==> src/inc/psdr_pkg.sv <==
// Package of the stage-diagnostic register bank: widths, codes, selects.
// Shared by the bank and its stage field cell; no assumptions beyond SV.
package psdr_pkg;

  // Bank shape
  localparam int         STAGE_COUNT   = 18;
  localparam int         REG_COUNT     = 5;
  localparam int         REG_WIDTH     = 8;
  localparam int         CODE_WIDTH    = 2;
  localparam int         STAGES_PER_REG = 4;
  localparam int         SEL_WIDTH     = 3;

  // Reset value of every register
  localparam logic [7:0] REG_RESET     = 8'hff;

  // Stage fault codes, upper bit first
  localparam logic [1:0] CODE_HEALTHY  = 2'h3;
  localparam logic [1:0] CODE_SHORT_BAT = 2'h2;
  localparam logic [1:0] CODE_OPEN     = 2'h1;
  localparam logic [1:0] CODE_SHORT_GND = 2'h0;

  // Fifth register layout
  localparam int         SUPPLY_BIT    = 4;
  localparam logic [2:0] UNUSED_FILL   = 3'h7;

  // Register selects of the read instructions
  localparam logic [2:0] SEL_GROUP_A   = 3'h0;
  localparam logic [2:0] SEL_GROUP_B   = 3'h1;
  localparam logic [2:0] SEL_GROUP_C   = 3'h2;
  localparam logic [2:0] SEL_GROUP_D   = 3'h3;
  localparam logic [2:0] SEL_GROUP_E   = 3'h4;

  // Read handshake states
  typedef enum logic [1:0] {
    PSDR_IDLE = 2'b01,
    PSDR_HOLD = 2'b10
  } psdr_state_t;

endpackage

==> src/core/psdr_bank.sv <==
// Read-only stage diagnostic register bank with live supply-present bit.
// Assumes the serial front end decodes read and clear instructions into
// one-cycle strobes on clk; fault codes arrive from detectors on clk.
// Function
// - Five read-only 8-bit registers, reset all-ones
// - Registers one-four pack four stages, two bits
// - Fifth register holds stages 17, 18 low
// - Codes: 11 ok, 10 short/hot, 01 open, 00 ground
// - Bit 4 of fifth shows battery present
// - Battery bit valid only with logic supply good
// - Battery bit live at read, never latched
// - Fifth register bits 7-5 read one
// - Each register read by its own instruction
// - Clear restores all-ones, live faults kept
`timescale 1ns/100ps
`default_nettype none

module psdr_bank (
  input  wire logic                   clk,
  input  wire logic                   rst,
  input  wire logic [35:0]            stageFaultBits,
  input  wire logic                   batterySupplyPresent,
  input  wire logic                   logicSupplyOk,
  input  wire logic                   readDiagInstruction,
  input  wire logic [psdr_pkg::SEL_WIDTH-1:0] readSel,
  input  wire logic                   clearDiagInstruction,
  output logic [7:0]                  readData,
  output logic                        readValid,
  output logic                        supplyBitValid
);
  import psdr_pkg::*;

  // Two-flop synchronisers for the analogue comparator levels
  logic batSync1_q;
  logic batSync2_q;
  logic vddSync1_q;
  logic vddSync2_q;

  always_ff @(posedge clk or posedge rst) begin
    if (rst) begin
      batSync1_q <= 1'b1;
      batSync2_q <= 1'b1;
      vddSync1_q <= 1'b0;
      vddSync2_q <= 1'b0;
    end else begin
      batSync1_q <= batterySupplyPresent;
      batSync2_q <= batSync1_q;
      vddSync1_q <= logicSupplyOk;
      vddSync2_q <= vddSync1_q;
    end
  end

  // Stored stage fields, one cell per power stage
  logic [CODE_WIDTH*STAGE_COUNT-1:0] stored;

  genvar g;
  generate
    for (g = 0; g < STAGE_COUNT; g++) begin : gStage
      psdr_stage_cell uCell (
        .clk        (clk),
        .rst        (rst),
        .faultCode  (stageFaultBits[CODE_WIDTH*g +: CODE_WIDTH]),
        .clearDiag  (clearDiagInstruction),
        .storedCode (stored[CODE_WIDTH*g +: CODE_WIDTH])
      );
    end
  endgenerate

  // Assemble one register image from stored fields and live supply bit
  function automatic logic [7:0] regImage(input logic [2:0] sel,
                                          input logic [35:0] fields,
                                          input logic bat);
    logic [7:0] img;
    img = REG_RESET;
    unique case (sel)
      SEL_GROUP_A: img = fields[7:0];
      SEL_GROUP_B: img = fields[15:8];
      SEL_GROUP_C: img = fields[23:16];
      SEL_GROUP_D: img = fields[31:24];
      SEL_GROUP_E: img = {UNUSED_FILL, bat, fields[35:32]};
      default:     img = REG_RESET;
    endcase
    return img;
  endfunction

  // Read answer: captured on the instruction, supply bit sampled then
  psdr_state_t state_q;
  psdr_state_t state_d;
  logic [7:0]  data_q;
  logic [7:0]  data_d;
  logic        valid_q;
  logic        valid_d;
  logic        supOk_q;
  logic        supOk_d;

  always_comb begin
    state_d = state_q;
    data_d  = data_q;
    valid_d = 1'b0;
    supOk_d = vddSync2_q;
    unique case (state_q)
      PSDR_IDLE: begin
        if (readDiagInstruction) begin
          // Live comparator level, no hold between reads
          data_d  = regImage(readSel, stored, batSync2_q);
          valid_d = 1'b1;
          state_d = PSDR_HOLD;
        end
      end
      PSDR_HOLD: begin
        // One idle cycle keeps back-to-back strobes from merging
        state_d = PSDR_IDLE;
      end
      default: state_d = PSDR_IDLE;
    endcase
  end

  always_ff @(posedge clk or posedge rst) begin
    if (rst) begin
      state_q <= PSDR_IDLE;
      data_q  <= REG_RESET;
      valid_q <= 1'b0;
      supOk_q <= 1'b0;
    end else begin
      state_q <= state_d;
      data_q  <= data_d;
      valid_q <= valid_d;
      supOk_q <= supOk_d;
    end
  end

  assign readData       = data_q;
  assign readValid      = valid_q;
  assign supplyBitValid = supOk_q;

  // Checks
  a_fifth_fill: assert property (@(posedge clk) disable iff (rst)
    (readDiagInstruction && state_q == PSDR_IDLE && readSel == SEL_GROUP_E)
      |=> (readData[7:5] == 3'h7 && readValid))
    else $error("fifth register unused bits not high");

  a_read_answer: assert property (@(posedge clk) disable iff (rst)
    (readDiagInstruction && state_q == PSDR_IDLE) |=> readValid ##1 !readValid)
    else $error("read answer not a single pulse");

  a_bat_live: assert property (@(posedge clk) disable iff (rst)
    (readDiagInstruction && state_q == PSDR_IDLE && readSel == SEL_GROUP_E)
      |=> readData[SUPPLY_BIT] == $past(batSync2_q))
    else $error("battery bit not live");

  a_group_a: assert property (@(posedge clk) disable iff (rst)
    (readDiagInstruction && state_q == PSDR_IDLE && readSel == SEL_GROUP_A)
      |=> readData == $past(stored[7:0]))
    else $error("group a image wrong");

  a_group_e_low: assert property (@(posedge clk) disable iff (rst)
    (readDiagInstruction && state_q == PSDR_IDLE && readSel == SEL_GROUP_E)
      |=> readData[3:0] == $past(stored[35:32]))
    else $error("stages 17 18 misplaced");

  a_clear_ok: assert property (@(posedge clk) disable iff (rst)
    (clearDiagInstruction && stageFaultBits == {36{1'b1}})
      |=> stored == {36{1'b1}})
    else $error("clear did not restore all ones");

  a_fault_kept: assert property (@(posedge clk) disable iff (rst)
    (!clearDiagInstruction && stored[1:0] != CODE_HEALTHY)
      |=> $stable(stored[1:0]))
    else $error("stored fault lost without clear");

  a_supply_valid: assert property (@(posedge clk) disable iff (rst)
    !vddSync2_q |=> !supplyBitValid)
    else $error("supply bit flagged valid with low logic supply");

  a_fault_take: assert property (@(posedge clk) disable iff (rst)
    (stored[1:0] == CODE_HEALTHY && stageFaultBits[1:0] == CODE_SHORT_GND)
      |=> stored[1:0] == CODE_SHORT_GND)
    else $error("ground short not captured");

  // Remaining group images, one check per register
  // A swapped slice would show as a wrong byte here
  a_group_b: assert property (@(posedge clk) disable iff (rst)
    (readDiagInstruction && state_q == PSDR_IDLE && readSel == SEL_GROUP_B)
      |=> readData == $past(stored[15:8]))
    else $error("group b image wrong");

  // Third group image
  a_group_c: assert property (@(posedge clk) disable iff (rst)
    (readDiagInstruction && state_q == PSDR_IDLE && readSel == SEL_GROUP_C)
      |=> readData == $past(stored[23:16]))
    else $error("group c image wrong");

  // Fourth group image
  a_group_d: assert property (@(posedge clk) disable iff (rst)
    (readDiagInstruction && state_q == PSDR_IDLE && readSel == SEL_GROUP_D)
      |=> readData == $past(stored[31:24]))
    else $error("group d image wrong");

  // Fifth image as a whole: fill, live supply bit, last two stages
  a_group_e_full: assert property (@(posedge clk) disable iff (rst)
    (readDiagInstruction && state_q == PSDR_IDLE && readSel == SEL_GROUP_E)
      |=> readData == {UNUSED_FILL, $past(batSync2_q), $past(stored[35:32])})
    else $error("fifth register image wrong");

  // Unmapped selects answer with the reset image
  a_unmapped_sel: assert property (@(posedge clk) disable iff (rst)
    (readDiagInstruction && state_q == PSDR_IDLE && readSel > SEL_GROUP_E)
      |=> readData == REG_RESET)
    else $error("unmapped select not all ones");

  // Answer stands until the next taken read
  a_data_hold: assert property (@(posedge clk) disable iff (rst)
    !(readDiagInstruction && state_q == PSDR_IDLE) |=> $stable(readData))
    else $error("read data changed without a read");

  // No answer without a taken instruction
  a_valid_cause: assert property (@(posedge clk) disable iff (rst)
    !(readDiagInstruction && state_q == PSDR_IDLE) |=> !readValid)
    else $error("answer without a read");

  // Strobe after an answer is refused, so valid never doubles
  a_refused_read: assert property (@(posedge clk) disable iff (rst)
    readValid |=> !readValid)
    else $error("answer pulse longer than one cycle");

  // Only the two written-out state codes may appear
  a_state_legal: assert property (@(posedge clk) disable iff (rst)
    state_q == PSDR_IDLE || state_q == PSDR_HOLD)
    else $error("read state code illegal");

  // Hold lasts one cycle, so reads are locked out for that one cycle only
  a_hold_returns: assert property (@(posedge clk) disable iff (rst)
    state_q == PSDR_HOLD |=> state_q == PSDR_IDLE)
    else $error("read hold state stuck");

  // Valid flag follows the synchronised logic supply (vddSync2_q) one cycle later
  a_supply_follow: assert property (@(posedge clk) disable iff (rst)
    vddSync2_q |=> supplyBitValid)
    else $error("supply bit not flagged valid with good supply");

  // Battery level passes both flops in order
  a_bat_chain: assert property (@(posedge clk) disable iff (rst)
    batSync2_q == $past(batSync1_q))
    else $error("battery synchroniser out of order");

  // Logic supply level passes both flops in order
  a_vdd_chain: assert property (@(posedge clk) disable iff (rst)
    vddSync2_q == $past(vddSync1_q))
    else $error("supply synchroniser out of order");

  // Per-stage capture, hold and clear, one set per field
  // Stage one alone is covered above; this reaches all eighteen
  genvar c;
  generate
    for (c = 0; c < STAGE_COUNT; c++) begin : gCheck
      // Healthy field takes whatever code the detector shows
      a_stage_take: assert property (@(posedge clk) disable iff (rst)
        (!clearDiagInstruction
          && stored[CODE_WIDTH*c +: CODE_WIDTH] == CODE_HEALTHY)
          |=> stored[CODE_WIDTH*c +: CODE_WIDTH]
            == $past(stageFaultBits[CODE_WIDTH*c +: CODE_WIDTH]))
        else $error("healthy stage field missed a code");

      // Stored fault sits still until a clear
      a_stage_kept: assert property (@(posedge clk) disable iff (rst)
        (!clearDiagInstruction
          && stored[CODE_WIDTH*c +: CODE_WIDTH] != CODE_HEALTHY)
          |=> $stable(stored[CODE_WIDTH*c +: CODE_WIDTH]))
        else $error("stage fault lost without clear");

      // Clear leaves only what the detector still reports
      a_stage_clear: assert property (@(posedge clk) disable iff (rst)
        clearDiagInstruction
          |=> stored[CODE_WIDTH*c +: CODE_WIDTH]
            == $past(stageFaultBits[CODE_WIDTH*c +: CODE_WIDTH]))
        else $error("stage field wrong after clear");
    end
  endgenerate

endmodule

`default_nettype wire

==> src/core/psdr_stage_cell.sv <==
// One stored 2-bit stage fault field.
// Assumes the fault code input is already synchronous to clk.
`timescale 1ns/100ps
`default_nettype none

module psdr_stage_cell (
  input  wire logic       clk,
  input  wire logic       rst,
  input  wire logic [1:0] faultCode,
  input  wire logic       clearDiag,
  output logic [1:0]      storedCode
);
  import psdr_pkg::*;

  logic [1:0] code_q;
  logic [1:0] code_d;

  // Healthy field takes a new fault; a live fault survives a clear
  always_comb begin
    code_d = code_q;
    if (clearDiag) begin
      code_d = faultCode;
    end else if (code_q == CODE_HEALTHY) begin
      code_d = faultCode;
    end
  end

  // Stored until cleared, even after the fault goes away
  always_ff @(posedge clk or posedge rst) begin
    if (rst) begin
      code_q <= CODE_HEALTHY;
    end else begin
      code_q <= code_d;
    end
  end

  assign storedCode = code_q;

endmodule

`default_nettype wire

==> config.mk <==
export PLATFORM = sky130hd
export DESIGN_NAME = psdr_bank
export DESIGN_NICKNAME = d
export VERILOG_FILES = /design/src/inc/psdr_pkg.sv /design/src/core/psdr_bank.sv /design/src/core/psdr_stage_cell.sv
export SDC_FILE = /design/constraint.sdc
export NUM_CORES = 1
export LEC_CHECK = 0
export BUFFER_PORTS_ARGS = -buffer_cell sky130_fd_sc_hd__buf_2
export CAP_MARGIN = 20
export CORE_MARGIN = 4
export CORE_UTILIZATION = 47
export CTS_CLUSTER_SIZE = 10
export DETAILED_ROUTE_END_ITERATION = 10
export GPL_TIMING_DRIVEN = 0
export PLACE_DENSITY = 0.74
export SETUP_SLACK_MARGIN = 0.2
export SKIP_CTS_REPAIR_TIMING = 1
export SYNTH_ARGS = -nofsm -noshare
export SYNTH_HDL_FRONTEND = slang
export SYNTH_SLANG_ARGS = --single-unit
==> constraint.sdc <==
create_clock -name clk -period 1.4 [get_ports clk]
set_input_delay 0.21 -clock clk [delete_from_list [all_inputs] [get_ports clk]]
set_output_delay 0.21 -clock clk [all_outputs]
set_load 0.03 [all_outputs]
; ---- Word level (Yosys, flattened, before mapping)
; Cells that the tools add are included.
[word_totals]
output_inout_bits = 10
elab_cells = 111
in_bits = 45
reg_bits = 52
[classes]
n_eq_ne = 24
reduce_logical = 20
n_mux = 41
[op_table]
columns = operator, count
row1 = 2-bit two-way mux, 38
row2 = 8-bit case mux with 5 select lines, 1
row3 = 2-bit equality test (second input constant), 18
row4 = 2-bit nonzero test, 18
row5 = 3-bit by 2-bit equality test with 1-bit output (second input constant), 2
row6 = 3-bit by 1-bit equality test with 1-bit output (second input constant), 1
row7 = 3-bit equality test (second input constant), 1
row8 = 3-bit zero test, 1
row9 = 2-bit by 1-bit equality test with 1-bit output (second input constant), 1
row10 = 1-bit two-way mux, 2
row11 = 2-bit inequality test (second input constant), 1
row12 = 2-bit AND reduction, 1

; ---- Longest topological paths before layout
[depth]
word_depth = 3
ltp_mapped = 7

; ---- Modules after synthesis
; From an unflattened synthesis, not the netlist that was laid out.
[hier_totals]
hier_cells = 200
hier_area_um2 = 2299.7
[by_module_without_submodules]
columns = module, n_inst, area_each_um2, cells_each
row1 = psdr_stage_cell, 18, 81.3, 7
row2 = psdr_bank, 1, 835.8, 74

; ---- Worst setup path before layout
; OpenSTA, ideal clock, no wires.
[synth_path]
path_type = reg2reg
from = register state_q[0]
to = register data_q[1], in the netlist readData[1]
arrival_ps = 1256
synth_period_minus_slack_ps = 1333
path_stages_with_launch = 8
slack_ps = 67
setup_ps = 77
required_ps = 1323
cell_sequence = dfstp_2 nand2_1 or2_1 buf_2 inv_2 buf_4 o221ai_2 o21a_1
[synth_between]
elab_chain_len = 2
[synth_rtl]
columns = element, line
row1 = start: declaration, psdr_bank.sv:87  ; psdr_state_t state_q;
row2 = start signal: assignment, psdr_bank.sv:125  ; state_q <= state_d;
row3 = 2-bit by 1-bit equality test with 1-bit output, psdr_bank.sv:101  ; unique case (state_q)
row4 = 2-bit AND reduction (no line), n/a
row5 = end signal: assignment, psdr_bank.sv:126  ; data_q <= data_d;
row6 = end: declaration, psdr_bank.sv:89  ; logic [7:0] data_q;
; No other way between the ends.
; A chain may end at the register's enable or synchronous reset.

; ---- Worst setup path in the final report
; Ends and elaborated chain as after synthesis.

==> summary.txt <==
Power and ir drop
  • P_sw: a little over 1000 uW
  • Pwr Density: around 1300 mW/mm^2
  • Combinational share of power: between 20% and 30%
  • Maximum vdd drop: slightly below 700 uV
  • Sequential group share of total power: about half
  • Clock share of power: 27.3%
  • Leakage: 0.00128 uW
  • Total power: about 3700 uW
  • Pint: between 2000 and 3000 uW
  • Sw Ratio: a little over a quarter

Place
  • Final Wtd Congestion: slightly below 0.8
  • Placed cell count: between 300 and 400
  • DP Wirelength: between 3000 and 4000 um
  • Post-DP Area: 0.00258 mm^2
  • Port Buffers: approximately 50

Detailed routing
  • 1st-iter DRT viols: about 130
  • Post-Route WL: 4720 um
  • Vias: about 1700
  • Wirelength per Cell: 14.0 um
  • Vias per cell: around 5.0
  • Pre-Repair DR Iteration Count: 4
  • Antenna Nets Post-Route: 0
  • DRC viols: 0

Yosys
  • Mean post-synth cell area: slightly above 10 um^2
  • Xor-xnor portion of the synthesized cell area: 0%
  • Post-Synth Adder-Cell Area: 0%
  • Syn nets: 265
  • Post-synth cell types: 23
  • Yosys warnings: 0
  • Synth Area in Compound Gates: under 10%
  • Main combinational cell family by area after synthesis: simple AND/OR/NAND/NOR gates
  • Post-Synth Simple-Gate Area: around a fifth
  • Multiplexer share of the synthesized area: approximately 8.1%
  • Synthesized cell area: roughly 0.0022 mm^2
  • Synthesized flop and latch total: 52
  • Seq/Total Area, Yosys: slightly above 60%
  • Number of standard cells after synthesis: 220

Clock network
  • Clock-pin slew on the worst setup and hold paths: roughly 0.090 ns
  • Clock Root Buffer: clkbuf_8
  • CTS H-tree lvls: 2
  • CTS max path bufs: 2
  • CTS Buf Count: 5
  • Number of clock sinks: 52
  • Worst-Skew Late Latency: 0.30 ns
  • TritonCTS clock tree: done

Setup path
  • R2r setup slk: 0.08 ns
  • Worst-path maximum fanout: 6
  • Crit path DAT: approximately 1.6 ns
  • Req. time, crit path: approximately 1.7 ns
  • CP Launch Point: state_q[0]
  • Startpoint Class: flop
  • R2r startpoint: state_q[0]
  • Kind of critical path: flop to flop
  • Worst Setup End Kind: flop

STA
  • Slew @ Worst Pin: around 0.39 ns
  • Hold Slack: approximately 0.12 ns
  • Unrepaired setup endpoints after global routing: true
  • Post-route minimum period: 1.32 ns
  • Setup tns final: 0 ns
  • Fmax: around 760 MHz
  • Final period util: 94.5%
  • Final setup viols: 0
  • Fin Clk Skew: 0.00440 ns
  • Relative slew margins: roughly three quarters
  • Final slew viol count: 0
  • Endpoints failing hold: 0

Cells and area
  • Non-Filler Instances: between 300 and 400
  • Share of cells above drive strength 1: a little under half
  • Finished Cell Area: roughly 0.0028 mm^2
  • Number of fill cells: 386
  • Nets: 330
  • ANT cells: 0
  • Area Growth Syn to Fin: 26.6%

GRT
  • Largest net degree at the start of global routing: between 50 and 60
  • First-pass GRT wire length: 7600 um
  • Total gr overflow: 0
  • Overall routing resource usage: between 10% and 20%
  • Vias in the first global route: roughly 1700
  • Initial antenna violation count: 0

Die
  • Die Area: between 0.005 and 0.006 mm^2
  • Initial core utilization: 50.1%
  • Row Count: 24
  • Core ar.: between 0.004 and 0.005 mm^2
  • Chip Height: 77.0 um
  • Die width: slightly below 80 um
  • # IOs: 55

Run
  • Max-Cap Viols: 0

Worst hold path
  • Worst Hold Launch: stageFaultBits[23]
  • HP Class: primary input to flop

Status
  • Status: complete, no violations
## per-stage QoR
step | setup WS, ns | util [%]
2_1_floorplan | 0.113 | -
5_1_grt | 0.0281 | 63.4
3_3_place_gp | 0.0614 | 57.6
4_1_cts | 0.0229 | 60.1
6_report | 0.0769 | 63.4
3_5_place_dp | 0.0442 | 57.6
## flip-flops by register name, indices dropped and copies added (netlist names)
| name | count |
|---|---|
| supOk_d | 1 |
| batSync2_q | 1 |
| vddSync1_q | 1 |
| readValid | 1 |
| gStage.uCell.storedCode | 36 |
| state_q | 2 |
| supplyBitValid | 1 |
| batSync1_q | 1 |
| readData | 8 |
## cell usage in the layout, fill, tap and decap left out, types with 2 or more instances in the layout
cell type        n
buf_2           47
buf_4            3
buf_6           11
clkbuf_1         2
clkbuf_8         5
clkinvlp_4       2
dfrtp_1          5
dfstp_2         47
dlygate4sd3_1    3
mux2_2           4
mux2i_1          5
mux4_2           2
nand2_1          8
nor2_1         109
o21a_1           9
o21ai_0          3
o22ai_1          4
o311ai_1         4
## routing by layer
metal	share of wire, %	global-route usage [%]	wire, um
met1	44	21.7	2050
met2	48	25.3	2290
met3	6.4	4.80	300
met4	1.6	5.69	74
met5	0	0	0
## final timing paths
kind	depth (start not counted)	to
max in group asynchronous	4	gStage[2].uCell.storedCode[1]
hold / removal	3	gStage[11].uCell.storedCode[1]
setup / recovery	7	readData[1]
hold reg to reg	0	supplyBitValid
setup reg to reg	7	readData[1]
min in group asynchronous	3	supOk_d
## kinds of logic after synthesis
| group | Yosys count |
|---|---|
| AOI/OAI and AO/OA | 22 |
| buffers and inverters | 14 |
| DFF | 52 |
| muxes | 13 |
| and+or+nand+nor | 119 |
## power groups by stage
stage / combinational [uW] / sequential (uW) / clock, uW
finish: 791 / 1920 / 1020
global route: 856 / 1950 / 1110
CTS: 686 / 1900 / 1050
detailed placement: 684 / 1930 / 0
global placement: 669 / 1920 / 0
floorplan: 356 / 2040 / 0
## area by class of cell
class / instances / area, um^2 / share of cell area [%]
Sequential cell: 52 / 1360 / 47.9
Timing Repair Buffer: 58 / 395 / 13.9
Buffer: 11 / 83.8 / 2.96
Multi-Input combinational cell: 154 / 798 / 28.1
Clock inverter: 3 / 42.5 / 1.50
Clock buffer: 5 / 68.8 / 2.43
Inverter: 3 / 22.5 / 0.794
Tap cell: 52 / 65.1 / 2.29
## worst max-delay path, stage by stage, from the launching register on
cell and delay, ns:
dfstp_2 0.52, nand2_1 0.03, or2_1 0.21, buf_6 0.14
inv_8 0.06, buf_8 0.10, o221ai_2 0.08, o21a_1 0.12
## cells in the mapped netlist
library cell  instances  area, um^2
a21oi_1               1        5.00
buf_2                 5        25.0
buf_4                 2        15.0
buf_6                 2        22.5
clkbuf_1              2        7.51
dfrtp_1               5         125
dfstp_2              47        1230
inv_1                 2        7.51
inv_2                 1        3.75
mux2_2                4        45.0
mux2_4                1        15.0
mux2i_1               5        50.1
mux4_1                1        26.3
mux4_2                2        45.0
nand2_1               8        30.0
nor2_1              109         409
nor4b_1               1        8.76
o21a_1                9        67.6
o21ai_0               3        15.0
o221ai_2              1        15.0
o22ai_1               4        25.0
o311ai_1              4        35.0
or2_1                 1        6.26
Power figures use the tool's default switching activity.
